## src/dtp_pkg.sv

```systemverilog
// Package for the dual 16/32-bit timer pair: register map, control fields, reset values.
// Assumes an APB slave with 32-bit data; each register takes one aligned word.
package dtp_pkg;

  // ****************************************
  // Register byte offsets
  // ****************************************
  localparam logic [7:0] DTP_LOW_COUNT_OFS = 8'h00;
  localparam logic [7:0] DTP_HIGH_COUNT_OFS = 8'h04;
  localparam logic [7:0] DTP_HOLD_OFS = 8'h08;
  localparam logic [7:0] DTP_LOW_PERIOD_OFS = 8'h0C;
  localparam logic [7:0] DTP_HIGH_PERIOD_OFS = 8'h10;
  localparam logic [7:0] DTP_LOW_CTRL_OFS = 8'h14;
  localparam logic [7:0] DTP_HIGH_CTRL_OFS = 8'h18;
  localparam logic [7:0] DTP_IRQ_STATUS_OFS = 8'h1C;
  localparam logic [7:0] DTP_IRQ_MASK_OFS = 8'h20;
  localparam logic [7:0] DTP_ADDR_MASK = 8'hFC;

  // ****************************************
  // Control register fields
  // ****************************************
  localparam int DTP_TIMER_ON_BIT = 15;
  localparam int DTP_STOP_IDLE_BIT = 13;
  localparam int DTP_GATE_BIT = 6;
  localparam int DTP_PRESC_HI_BIT = 5;
  localparam int DTP_PRESC_LO_BIT = 4;
  localparam int DTP_PAIR_BIT = 3;
  localparam int DTP_CLKSRC_BIT = 1;
  localparam logic [15:0] DTP_CTRL_WMASK = 16'hA07A;

  // ****************************************
  // Interrupt status bits
  // ****************************************
  localparam int DTP_IRQ_LOW_BIT = 0;
  localparam int DTP_IRQ_HIGH_BIT = 1;
  localparam int DTP_IRQ_W = 2;

  // ****************************************
  // Reset values and prescale counts
  // ****************************************
  localparam logic [15:0] DTP_COUNT_RST = 16'h0000;
  localparam logic [15:0] DTP_PERIOD_RST = 16'hFFFF;
  localparam logic [15:0] DTP_CTRL_RST = 16'h0000;
  localparam int DTP_PRESC_W = 8;
  localparam logic [7:0] DTP_DIV1_LAST = 8'h00;
  localparam logic [7:0] DTP_DIV8_LAST = 8'h07;
  localparam logic [7:0] DTP_DIV64_LAST = 8'h3F;
  localparam logic [7:0] DTP_DIV256_LAST = 8'hFF;

  // Terminal count of the prescaler for a two-bit select
  function automatic logic [7:0] presc_last(input logic [1:0] sel);
    case (sel)
      2'h0: presc_last = DTP_DIV1_LAST;
      2'h1: presc_last = DTP_DIV8_LAST;
      2'h2: presc_last = DTP_DIV64_LAST;
      default: presc_last = DTP_DIV256_LAST;
    endcase
  endfunction

endpackage

```

## src/dtp_timer_pair.sv

```systemverilog
// Dual 16-bit / paired 32-bit timer with APB registers, pin sync and interrupt.
// Assumes one pclk domain; cpu_idle_i is a same-clock level from the power controller.
//
// Chosen here: the APB slave port and the register offsets.
`timescale 1ns/1ps
module dtp_timer_pair (
  // APB slave
  input wire logic pclk,
  input wire logic presetn,
  input wire logic psel,
  input wire logic penable,
  input wire logic pwrite,
  input wire logic [7:0] paddr,
  input wire logic [31:0] pwdata,
  output logic [31:0] prdata,
  output logic pready,
  output logic pslverr,
  // External pins and system
  input wire logic external_clock_gate_pin,
  input wire logic high_clock_gate_pin,
  input wire logic cpu_idle_i,
  // Events
  output logic irq_o,
  output logic adc_trigger_o
);

  // ****************************************
  // Registers
  // ****************************************
  logic [15:0] low_word_count_q;
  logic [15:0] high_word_count_q;
  logic [15:0] upper_word_hold_q;
  logic [15:0] low_period_value_q;
  logic [15:0] high_period_value_q;
  logic [15:0] low_timer_control_q;
  logic [15:0] high_timer_control_q;
  logic [1:0] irq_status_q;
  logic [1:0] irq_mask_q;

  // ****************************************
  // Bus decode
  // ****************************************
  logic acc;
  logic wr;
  logic rd;
  logic [7:0] addr;
  logic hit;

  assign acc = psel && penable;
  assign wr = acc && pwrite;
  // Read decoded in the setup cycle, the edge at which prdata is loaded
  assign rd = psel && !penable && !pwrite;
  assign addr = paddr & dtp_pkg::DTP_ADDR_MASK;
  assign hit = (addr <= dtp_pkg::DTP_IRQ_MASK_OFS);

  logic wr_lcnt;
  logic wr_hcnt;
  logic wr_lctl;
  logic wr_hctl;
  assign wr_lcnt = wr && addr == dtp_pkg::DTP_LOW_COUNT_OFS;
  assign wr_hcnt = wr && addr == dtp_pkg::DTP_HIGH_COUNT_OFS;
  assign wr_lctl = wr && addr == dtp_pkg::DTP_LOW_CTRL_OFS;
  assign wr_hctl = wr && addr == dtp_pkg::DTP_HIGH_CTRL_OFS;

  // ****************************************
  // Control decode
  // ****************************************
  logic paired;
  logic [15:0] hctl;
  assign paired = low_timer_control_q[dtp_pkg::DTP_PAIR_BIT];
  assign hctl = paired ? low_timer_control_q : high_timer_control_q;

  // Enable per half: on, not stopped by idle, and gate high in gated mode
  function automatic logic half_run(input logic [15:0] c, input logic idle,
                                    input logic gate);
    logic on;
    on = c[dtp_pkg::DTP_TIMER_ON_BIT];
    if (idle && c[dtp_pkg::DTP_STOP_IDLE_BIT]) begin
      on = 1'b0;
    end
    if (c[dtp_pkg::DTP_GATE_BIT] && !c[dtp_pkg::DTP_CLKSRC_BIT] && !gate) begin
      on = 1'b0;
    end
    half_run = on;
  endfunction

  // ****************************************
  // Pin synchronisers
  // ****************************************
  logic lpin_lvl;
  logic lpin_rise;
  logic lpin_fall;
  logic hpin_lvl;
  logic hpin_rise;
  logic hpin_fall;

  dtp_pin_sync u_lsync (
    .pclk(pclk),
    .presetn(presetn),
    .pin_i(external_clock_gate_pin),
    .level_o(lpin_lvl),
    .rise_o(lpin_rise),
    .fall_o(lpin_fall)
  );

  // High pin only serves the unpaired high half; paired uses the low pin
  dtp_pin_sync u_hsync (
    .pclk(pclk),
    .presetn(presetn),
    .pin_i(high_clock_gate_pin),
    .level_o(hpin_lvl),
    .rise_o(hpin_rise),
    .fall_o(hpin_fall)
  );

  logic h_gate_lvl;
  logic h_gate_rise;
  logic h_gate_fall;
  assign h_gate_lvl = paired ? lpin_lvl : hpin_lvl;
  assign h_gate_rise = paired ? lpin_rise : hpin_rise;
  assign h_gate_fall = paired ? lpin_fall : hpin_fall;

  logic l_run;
  logic h_run;
  logic l_src;
  logic h_src;
  assign l_run = half_run(low_timer_control_q, cpu_idle_i, lpin_lvl);
  assign h_run = half_run(hctl, cpu_idle_i, h_gate_lvl);
  // Counter mode uses pin rising edges; there is no asynchronous counter path
  assign l_src = low_timer_control_q[dtp_pkg::DTP_CLKSRC_BIT] ? lpin_rise : 1'b1;
  assign h_src = hctl[dtp_pkg::DTP_CLKSRC_BIT] ? h_gate_rise : 1'b1;

  // ****************************************
  // Prescalers
  // ****************************************
  logic l_tick_raw;
  logic h_tick;
  logic l_tick_q;
  logic l_clr;
  logic h_clr;
  assign l_clr = wr_lcnt || wr_lctl || !low_timer_control_q[dtp_pkg::DTP_TIMER_ON_BIT];
  assign h_clr = wr_hcnt || wr_hctl;

  dtp_prescaler #(.WIDTH(dtp_pkg::DTP_PRESC_W)) u_lpre (
    .pclk(pclk),
    .presetn(presetn),
    .clear_i(l_clr),
    .sel_i(low_timer_control_q[dtp_pkg::DTP_PRESC_HI_BIT:dtp_pkg::DTP_PRESC_LO_BIT]),
    .tick_i(l_run && l_src),
    .tick_o(l_tick_raw)
  );

  dtp_prescaler #(.WIDTH(dtp_pkg::DTP_PRESC_W)) u_hpre (
    .pclk(pclk),
    .presetn(presetn),
    .clear_i(h_clr),
    .sel_i(high_timer_control_q[dtp_pkg::DTP_PRESC_HI_BIT:dtp_pkg::DTP_PRESC_LO_BIT]),
    .tick_i(h_run && h_src),
    .tick_o(h_tick)
  );

  // Low prescaler output is re-timed by a flop; costs one cycle of latency
  always_ff @(posedge pclk or negedge presetn) begin
    if (!presetn) begin
      l_tick_q <= 1'b0;
    end else begin
      l_tick_q <= l_tick_raw && !l_clr;
    end
  end

  // ****************************************
  // Counters
  // ****************************************
  logic [31:0] cnt32;
  logic [31:0] per32;
  logic match32;
  logic lmatch;
  logic hmatch;
  logic h_step;
  assign cnt32 = {high_word_count_q, low_word_count_q};
  assign per32 = {high_period_value_q, low_period_value_q};
  assign match32 = paired && l_tick_q && (cnt32 == per32);
  assign lmatch = !paired && l_tick_q && (low_word_count_q == low_period_value_q);
  assign h_step = !paired && h_tick;
  assign hmatch = h_step && (high_word_count_q == high_period_value_q);

  always_ff @(posedge pclk or negedge presetn) begin
    if (!presetn) begin
      low_word_count_q <= dtp_pkg::DTP_COUNT_RST;
    end else if (wr_lcnt) begin
      low_word_count_q <= pwdata[15:0];
    end else if (match32 || lmatch) begin
      low_word_count_q <= dtp_pkg::DTP_COUNT_RST;
    end else if (l_tick_q) begin
      low_word_count_q <= low_word_count_q + 16'h0001;
    end
  end

  always_ff @(posedge pclk or negedge presetn) begin
    if (!presetn) begin
      high_word_count_q <= dtp_pkg::DTP_COUNT_RST;
    end else if (wr_lcnt && paired) begin
      high_word_count_q <= upper_word_hold_q;
    end else if (wr_hcnt) begin
      high_word_count_q <= pwdata[15:0];
    end else if (match32 || hmatch) begin
      high_word_count_q <= dtp_pkg::DTP_COUNT_RST;
    end else if (paired && l_tick_q && low_word_count_q == 16'hFFFF) begin
      high_word_count_q <= high_word_count_q + 16'h0001;
    end else if (h_step) begin
      high_word_count_q <= high_word_count_q + 16'h0001;
    end
  end

  always_ff @(posedge pclk or negedge presetn) begin
    if (!presetn) begin
      upper_word_hold_q <= dtp_pkg::DTP_COUNT_RST;
    end else if (rd && addr == dtp_pkg::DTP_LOW_COUNT_OFS) begin
      upper_word_hold_q <= high_word_count_q;
    end else if (wr && addr == dtp_pkg::DTP_HOLD_OFS) begin
      upper_word_hold_q <= pwdata[15:0];
    end
  end

  // ****************************************
  // Configuration registers
  // ****************************************
  always_ff @(posedge pclk or negedge presetn) begin
    if (!presetn) begin
      low_period_value_q <= dtp_pkg::DTP_PERIOD_RST;
      high_period_value_q <= dtp_pkg::DTP_PERIOD_RST;
      low_timer_control_q <= dtp_pkg::DTP_CTRL_RST;
      high_timer_control_q <= dtp_pkg::DTP_CTRL_RST;
      irq_mask_q <= '0;
    end else if (wr) begin
      case (addr)
        dtp_pkg::DTP_LOW_PERIOD_OFS: low_period_value_q <= pwdata[15:0];
        dtp_pkg::DTP_HIGH_PERIOD_OFS: high_period_value_q <= pwdata[15:0];
        dtp_pkg::DTP_LOW_CTRL_OFS: low_timer_control_q <= pwdata[15:0] & dtp_pkg::DTP_CTRL_WMASK;
        dtp_pkg::DTP_HIGH_CTRL_OFS: begin
          // Pair bit exists only in the low control register
          high_timer_control_q <= pwdata[15:0] & dtp_pkg::DTP_CTRL_WMASK & 16'hFFF7;
        end
        dtp_pkg::DTP_IRQ_MASK_OFS: irq_mask_q <= pwdata[1:0];
        default: ;
      endcase
    end
  end

  // ****************************************
  // Interrupts and trigger
  // ****************************************
  logic l_gate_mode;
  logic h_gate_mode;
  logic [1:0] ev;
  assign l_gate_mode = low_timer_control_q[dtp_pkg::DTP_TIMER_ON_BIT] &&
                       low_timer_control_q[dtp_pkg::DTP_GATE_BIT] &&
                       !low_timer_control_q[dtp_pkg::DTP_CLKSRC_BIT];
  assign h_gate_mode = hctl[dtp_pkg::DTP_TIMER_ON_BIT] && hctl[dtp_pkg::DTP_GATE_BIT] &&
                       !hctl[dtp_pkg::DTP_CLKSRC_BIT];
  assign ev[dtp_pkg::DTP_IRQ_LOW_BIT] = lmatch || (!paired && l_gate_mode && lpin_fall);
  // Paired events land on the high flag only
  assign ev[dtp_pkg::DTP_IRQ_HIGH_BIT] = match32 || hmatch ||
                                        (h_gate_mode && h_gate_fall);

  always_ff @(posedge pclk or negedge presetn) begin
    if (!presetn) begin
      irq_status_q <= '0;
    end else begin
      // Set beats a same-cycle write-one clear
      irq_status_q <= (irq_status_q &
                      ~((wr && addr == dtp_pkg::DTP_IRQ_STATUS_OFS) ? pwdata[1:0] : 2'h0))
                      | ev;
    end
  end

  always_ff @(posedge pclk or negedge presetn) begin
    if (!presetn) begin
      irq_o <= 1'b0;
      adc_trigger_o <= 1'b0;
    end else begin
      irq_o <= |(irq_status_q & irq_mask_q);
      adc_trigger_o <= match32 || hmatch;
    end
  end

  // ****************************************
  // Read data
  // ****************************************
  always_ff @(posedge pclk or negedge presetn) begin
    if (!presetn) begin
      prdata <= '0;
      pready <= 1'b0;
      pslverr <= 1'b0;
    end else begin
      pready <= psel && !penable;
      pslverr <= psel && !penable && !hit;
      prdata <= '0;
      if (psel && !penable && !pwrite) begin
        case (addr)
          dtp_pkg::DTP_LOW_COUNT_OFS: prdata <= {16'h0000, low_word_count_q};
          dtp_pkg::DTP_HIGH_COUNT_OFS: prdata <= {16'h0000, high_word_count_q};
          dtp_pkg::DTP_HOLD_OFS: prdata <= {16'h0000, upper_word_hold_q};
          dtp_pkg::DTP_LOW_PERIOD_OFS: prdata <= {16'h0000, low_period_value_q};
          dtp_pkg::DTP_HIGH_PERIOD_OFS: prdata <= {16'h0000, high_period_value_q};
          dtp_pkg::DTP_LOW_CTRL_OFS: prdata <= {16'h0000, low_timer_control_q};
          dtp_pkg::DTP_HIGH_CTRL_OFS: prdata <= {16'h0000, high_timer_control_q};
          dtp_pkg::DTP_IRQ_STATUS_OFS: prdata <= {30'h00000000, irq_status_q};
          dtp_pkg::DTP_IRQ_MASK_OFS: prdata <= {30'h00000000, irq_mask_q};
          default: prdata <= '0;
        endcase
      end
    end
  end

  // ****************************************
  // Checks
  // ****************************************
  wrap_paired_a: assert property (@(posedge pclk) disable iff (!presetn)
    match32 && !wr_lcnt && !wr_hcnt |=>
    low_word_count_q == 16'h0000 && high_word_count_q == 16'h0000)
    else $error("paired count did not wrap to zero");
  hold_capture_a: assert property (@(posedge pclk) disable iff (!presetn)
    rd && addr == dtp_pkg::DTP_LOW_COUNT_OFS |=> upper_word_hold_q == $past(high_word_count_q))
    else $error("hold missed upper word");
  hold_load_a: assert property (@(posedge pclk) disable iff (!presetn)
    wr_lcnt && paired |=> high_word_count_q == $past(upper_word_hold_q))
    else $error("upper word not loaded from hold");
  idle_stop_a: assert property (@(posedge pclk) disable iff (!presetn)
    cpu_idle_i && low_timer_control_q[dtp_pkg::DTP_STOP_IDLE_BIT] && !wr_lcnt && !l_tick_q
    |=> $stable(low_word_count_q))
    else $error("count moved while idle");
  gate_hold_a: assert property (@(posedge pclk) disable iff (!presetn)
    l_gate_mode && !lpin_lvl |=> !l_tick_q)
    else $error("gated count ran with gate low");
  trig_cause_a: assert property (@(posedge pclk) disable iff (!presetn)
    adc_trigger_o |-> $past(match32) || $past(hmatch))
    else $error("trigger without a match");
  flag_set_a: assert property (@(posedge pclk) disable iff (!presetn)
    ev[dtp_pkg::DTP_IRQ_HIGH_BIT] |=> irq_status_q[dtp_pkg::DTP_IRQ_HIGH_BIT])
    else $error("high flag not set");
  irq_level_a: assert property (@(posedge pclk) disable iff (!presetn)
    ##1 irq_o == $past(|(irq_status_q & irq_mask_q)))
    else $error("interrupt does not track masked status");
  sync_lag_a: assert property (@(posedge pclk) disable iff (!presetn)
    l_tick_q |-> $past(l_tick_raw))
    else $error("low tick not retimed");

endmodule

```

## src/dtp_pin_sync.sv

```systemverilog
// Three-stage synchroniser for the external clock/gate pin with rise and fall pulses.
// Assumes the pin is asynchronous to pclk; output changes once stages two and three agree.
`timescale 1ns/1ps
module dtp_pin_sync (
  // Clock and reset
  input wire logic pclk,
  input wire logic presetn,
  // Pin and results
  input wire logic pin_i,
  output logic level_o,
  output logic rise_o,
  output logic fall_o
);

  logic s1_q;
  logic s2_q;
  logic s3_q;

  always_ff @(posedge pclk or negedge presetn) begin
    if (!presetn) begin
      s1_q <= 1'b0;
      s2_q <= 1'b0;
      s3_q <= 1'b0;
    end else begin
      s1_q <= pin_i;
      s2_q <= s1_q;
      s3_q <= s2_q;
    end
  end

  // Level follows only when the two later stages agree
  always_ff @(posedge pclk or negedge presetn) begin
    if (!presetn) begin
      level_o <= 1'b0;
      rise_o <= 1'b0;
      fall_o <= 1'b0;
    end else begin
      rise_o <= (s2_q == s3_q) && s3_q && !level_o;
      fall_o <= (s2_q == s3_q) && !s3_q && level_o;
      if (s2_q == s3_q) begin
        level_o <= s3_q;
      end
    end
  end

endmodule

```

## src/dtp_prescaler.sv

```systemverilog
// Prescaler dividing a count-enable by 1, 8, 64 or 256.
// Assumes tick_i is a pclk-domain count enable, high in each cycle that counts; clear_i resets the divider.
`timescale 1ns/1ps
module dtp_prescaler #(
  parameter int WIDTH = 8
) (
  // Clock and reset
  input wire logic pclk,
  input wire logic presetn,
  // Control
  input wire logic clear_i,
  input wire logic [1:0] sel_i,
  input wire logic tick_i,
  // Divided output
  output logic tick_o
);

  logic [WIDTH-1:0] cnt_q;
  logic at_last;

  assign at_last = (cnt_q == WIDTH'(dtp_pkg::presc_last(sel_i)));
  assign tick_o = tick_i && at_last;

  always_ff @(posedge pclk or negedge presetn) begin
    if (!presetn) begin
      cnt_q <= '0;
    end else if (clear_i) begin
      cnt_q <= '0;
    end else if (tick_i) begin
      cnt_q <= at_last ? '0 : cnt_q + WIDTH'(1);
    end
  end

endmodule

```

## config.mk

```make
export PLATFORM = sky130hd
export DESIGN_NAME = dtp_timer_pair
export DESIGN_NICKNAME = d
export VERILOG_FILES = /design/src/dtp_pkg.sv /design/src/dtp_timer_pair.sv /design/src/dtp_pin_sync.sv /design/src/dtp_prescaler.sv
export SDC_FILE = /design/constraint.sdc
export NUM_CORES = 1
export LEC_CHECK = 0
export ABC_AREA = 1
export BUFFER_PORTS_ARGS = -buffer_cell sky130_fd_sc_hd__buf_2
export CORE_MARGIN = 2
export CORE_UTILIZATION = 60
export CTS_BUF_LIST = sky130_fd_sc_hd__clkbuf_8
export CTS_CLUSTER_DIAMETER = 50
export DETAILED_ROUTE_END_ITERATION = 8
export GPL_TIMING_DRIVEN = 0
export PLACE_DENSITY = 0.81
export SYNTH_ARGS = -nofsm -noshare
export SYNTH_HDL_FRONTEND = slang
export SYNTH_HIERARCHICAL = 1
export SYNTH_SLANG_ARGS = --single-unit
```

## constraint.sdc

```tcl
create_clock -name pclk -period 6.75 [get_ports pclk]
set_input_delay 1.6875 -clock pclk [delete_from_list [all_inputs] [get_ports pclk]]
set_output_delay 1.6875 -clock pclk [all_outputs]
set_load 0.03 [all_outputs]
```

==> summary.txt <==
outcome = complete, no violations
most common cell in the synthesized netlist = nand2_1
Sink Count = 146
Die Span X = 125 um
Die Ht = 125 um
fillcell total = 1,228
number of inserted diodes = 0
Final min period = 3680 ps
PwrDens = 204 nW/um2
post-synth top area cell = dfrtp_1
distinct cell type count after synthesis = 43
GPL Wtd Cong = 1.00
Worst-path clk slew = 80 ps
skew final = 10.1 ps
Storage cell area = 3690 um2
startpoint types = input port
number of global-route vias before repair = 7,852
Post-synth EDFFs = 0
post-synthesis xor/xnor area fraction = 0.0311
syn_area_per_cell = 7.23 um2
Multi-input gate area = 4100 um2
routed length per instance = 17.3 um
cells after synthesis = 1,208
dominant cells by area after synthesis = dfrtp_1 33%, nand2_1 15%, dfstp_2 9.6%
sequential share of the synthesized area = 0.423
initial antenna violation count = 0
Clock Latency Late Sink = 480 ps
Crit Path Max Fanout = 10
met2 GRT Util = 0.507
Setup violations, final = 0
Clk Tree Root Cell = clkbuf_8
area share of the largest cell type after synthesis = 0.327
RSZ-0062 raised after global routing = no
mux cell area share after synthesis = 0
Max-Slew Margin vs Limit = 0.491
Final Max Tran Viols = 0
Compound-Gate Fraction of Synth Area = 0.154
simple-gate share of the synthesized area = 0.267
CP Data Arrival Time = 4040 ps
Post CTS Setup Buffer Count = 0
Post-Route Setup TNS = 0 ps
I/O Buffers = 49
CTS tree = built
Starting DRT DRC Count = 1,107
layout cell share with drive strength beyond 1 = 0.149
largest family of logic cells by synthesized area = simple AND/OR/NAND/NOR gates
final worst setup slack = 3070 ps
Non-Filler Instances = 1,489
GRT Total Usage = 0.338
vias per inst = 5.75
DR vias = 8,558
required time worst endpoint = 7110 ps
first-pass GRT wire length = 41,200 um
First-pass DRT Iterations = 6
CTS resizes = 0
Final Hold Violating Endpoints = 0
HPWL Detailed = 19,200 um
Highest Clock Rate = 0.271 GHz
# hold bufs at CTS = 0
Starting Density = 0.608
Post-Route WL = 25,700 um
Worst Tran Pin Value = 761 ps
max cap viols = 0
post-synthesis cell area = 8730 um2
H-tree levels = 4
CTS buffer count = 17
yosys warns = 6
Core Region = 14,400 um2
Nets = 1,348
IO Pins = 84
Synth Flop Type = dfrtp_1
met1 track demand over resource = 0.477
gr busiest metal = met2
Synth Area in Adders = 0.0115
DRT antenna net count = 0
GR Util met3 = 0.0803
Static Leak = 0.00473 uW
Hold Crit Class = reg2reg
die area = 15,500 um2
placed cells = 1,457
critical path class = in2reg
synthesis-to-finish area growth = 10.8%
maximum buffer depth of the clock tree = 2
drc violations = 0
CP Capture Type = flip-flop
largest net degree at the start of global routing = 87
asr flop ratio synth = 1.00
Final period util = 0.546
worst ir drop on vdd = 0.000160 V
pre-CTS setup slack = 2670 ps
Cell Rows = 44
synthesized flop and latch total = 146
Post-synth top cells = 342 x nand2_1, 179 x inv_1, 114 x dfrtp_1, 95 x o21ai_0, 85 x nor2_1
total grt overflow = 0
==> routing by layer <==
metal / share of wire / routed length, um / up-vias
met5: 0 / 0 / -
met4: 0.033 / 857 / 0
met3: 0.12 / 2970 / 70
met2: 0.44 / 11400 / 523
met1: 0.41 / 10500 / 3951
li1: - / - / 4014
==> worst max-delay path, stage by stage <==
cell and delay [ps]:
buf_2 120, nand3_1 370, inv_1 250, nand2_1 190
buf_2 220, buf_2 300, nand2_1 170, nor2_2 260
inv_1 160, nand2_1 110, xor2_1 150, a21oi_1 50
==> cell type report <==
class | instances | share of cell area
Multi-Input combinational cell | 839 | 0.424
Sequential cell | 146 | 0.382
Inverter | 190 | 0.0740
Timing Repair Buffer | 50 | 0.0288
Buffer | 48 | 0.0284
Clock buffer | 17 | 0.0242
Tap cell | 184 | 0.0238
Clock inverter | 15 | 0.0150
==> cells in the final DEF, fill, tap and decap left out, types with 2 or more instances in the layout <==
master      count
o211ai_1        9
clkbuf_8       17
inv_2           7
o21ai_0        95
inv_1         179
nand2_2        11
o22ai_1        17
o311ai_0        2
nand2_1       342
a221oi_1        9
nand3_1        60
xnor2_1        11
buf_2          58
nand3_2         3
clkinv_1        2
o21ai_1         5
xor2_1         20
ha_1            8
a22oi_1        15
nand4_1        20
clkinvlp_4      2
clkbuf_1       17
a31oi_1         7
o21ai_2         2
clkinv_2        4
buf_4          18
clkinv_4        2
buf_6           3
nor2_2         13
dfrtp_1       114
a21oi_1        62
nor2_1         85
conb_1         16
dfstp_2        32
a21oi_2         7
inv_6           7
or2_2           3
nor3_1          9
==> registers in the layout, indices dropped and copies added (netlist names), 2 cells and up <==
register,flops
high_period_value_q,16
high_word_count_q,16
low_period_value_q,16
low_word_count_q,16
prdata,16
upper_word_hold_q,16
u_hpre/cnt_q,8
u_lpre/cnt_q,8
low_timer_control_q,7
high_timer_control_q,6
irq_mask_q,2
irq_status_q,2
==> worst paths after layout <==
path / to / slack [ps] / cells past startpoint / from
worst max register to register: high_word_count_q[3] / 3710 / 14 / low_timer_control_q[3]
worst min register to register: u_lsync/s2_q / 360 / 0 / u_lsync/s1_q
min in group asynchronous: high_word_count_q[8] / 1160 / 1 / presetn
worst max-delay path: u_hpre/cnt_q[3] / 3070 / 12 / penable
max in group asynchronous: high_period_value_q[2] / 4760 / 2 / presetn
worst min-delay path: u_lsync/s2_q / 360 / 0 / u_lsync/s1_q
==> cells by family after synthesis <==
logic type,count (synthesis)
AO/OA/AOI/OAI,233
buffers and inverters,238
AND/OR/NAND/NOR,551
adder cells (fa/ha/maj),8
other,1
XOR/XNOR,31
flip-flops,146
==> metrics by stage <==
step | hold slack [ps] | utilization | power [uW] | area, um2
after floorplan | 331 | - | 1190 | 8790
after global placement | 336 | 0.645 | 1280 | 9260
after detailed placement | 339 | 0.647 | 1290 | 9300
after CTS | 358 | 0.673 | 1970 | 9680
after global routing | 368 | 0.673 | 2060 | 9680
final | 358 | 0.673 | 1970 | 9680
==> report_power, final <==
| group | total [uW] | switching (uW) | internal, uW | leakage (uW) |
|---|---|---|---|---|
| clock | 686 | 386 | 301 | 0.000190 |
| sequential | 985 | 54.6 | 930 | 0.00182 |
| combinational | 303 | 199 | 104 | 0.00272 |
| total | 1970 | 640 | 1340 | 0.00473 |
(Power assumes the default switching activity.)
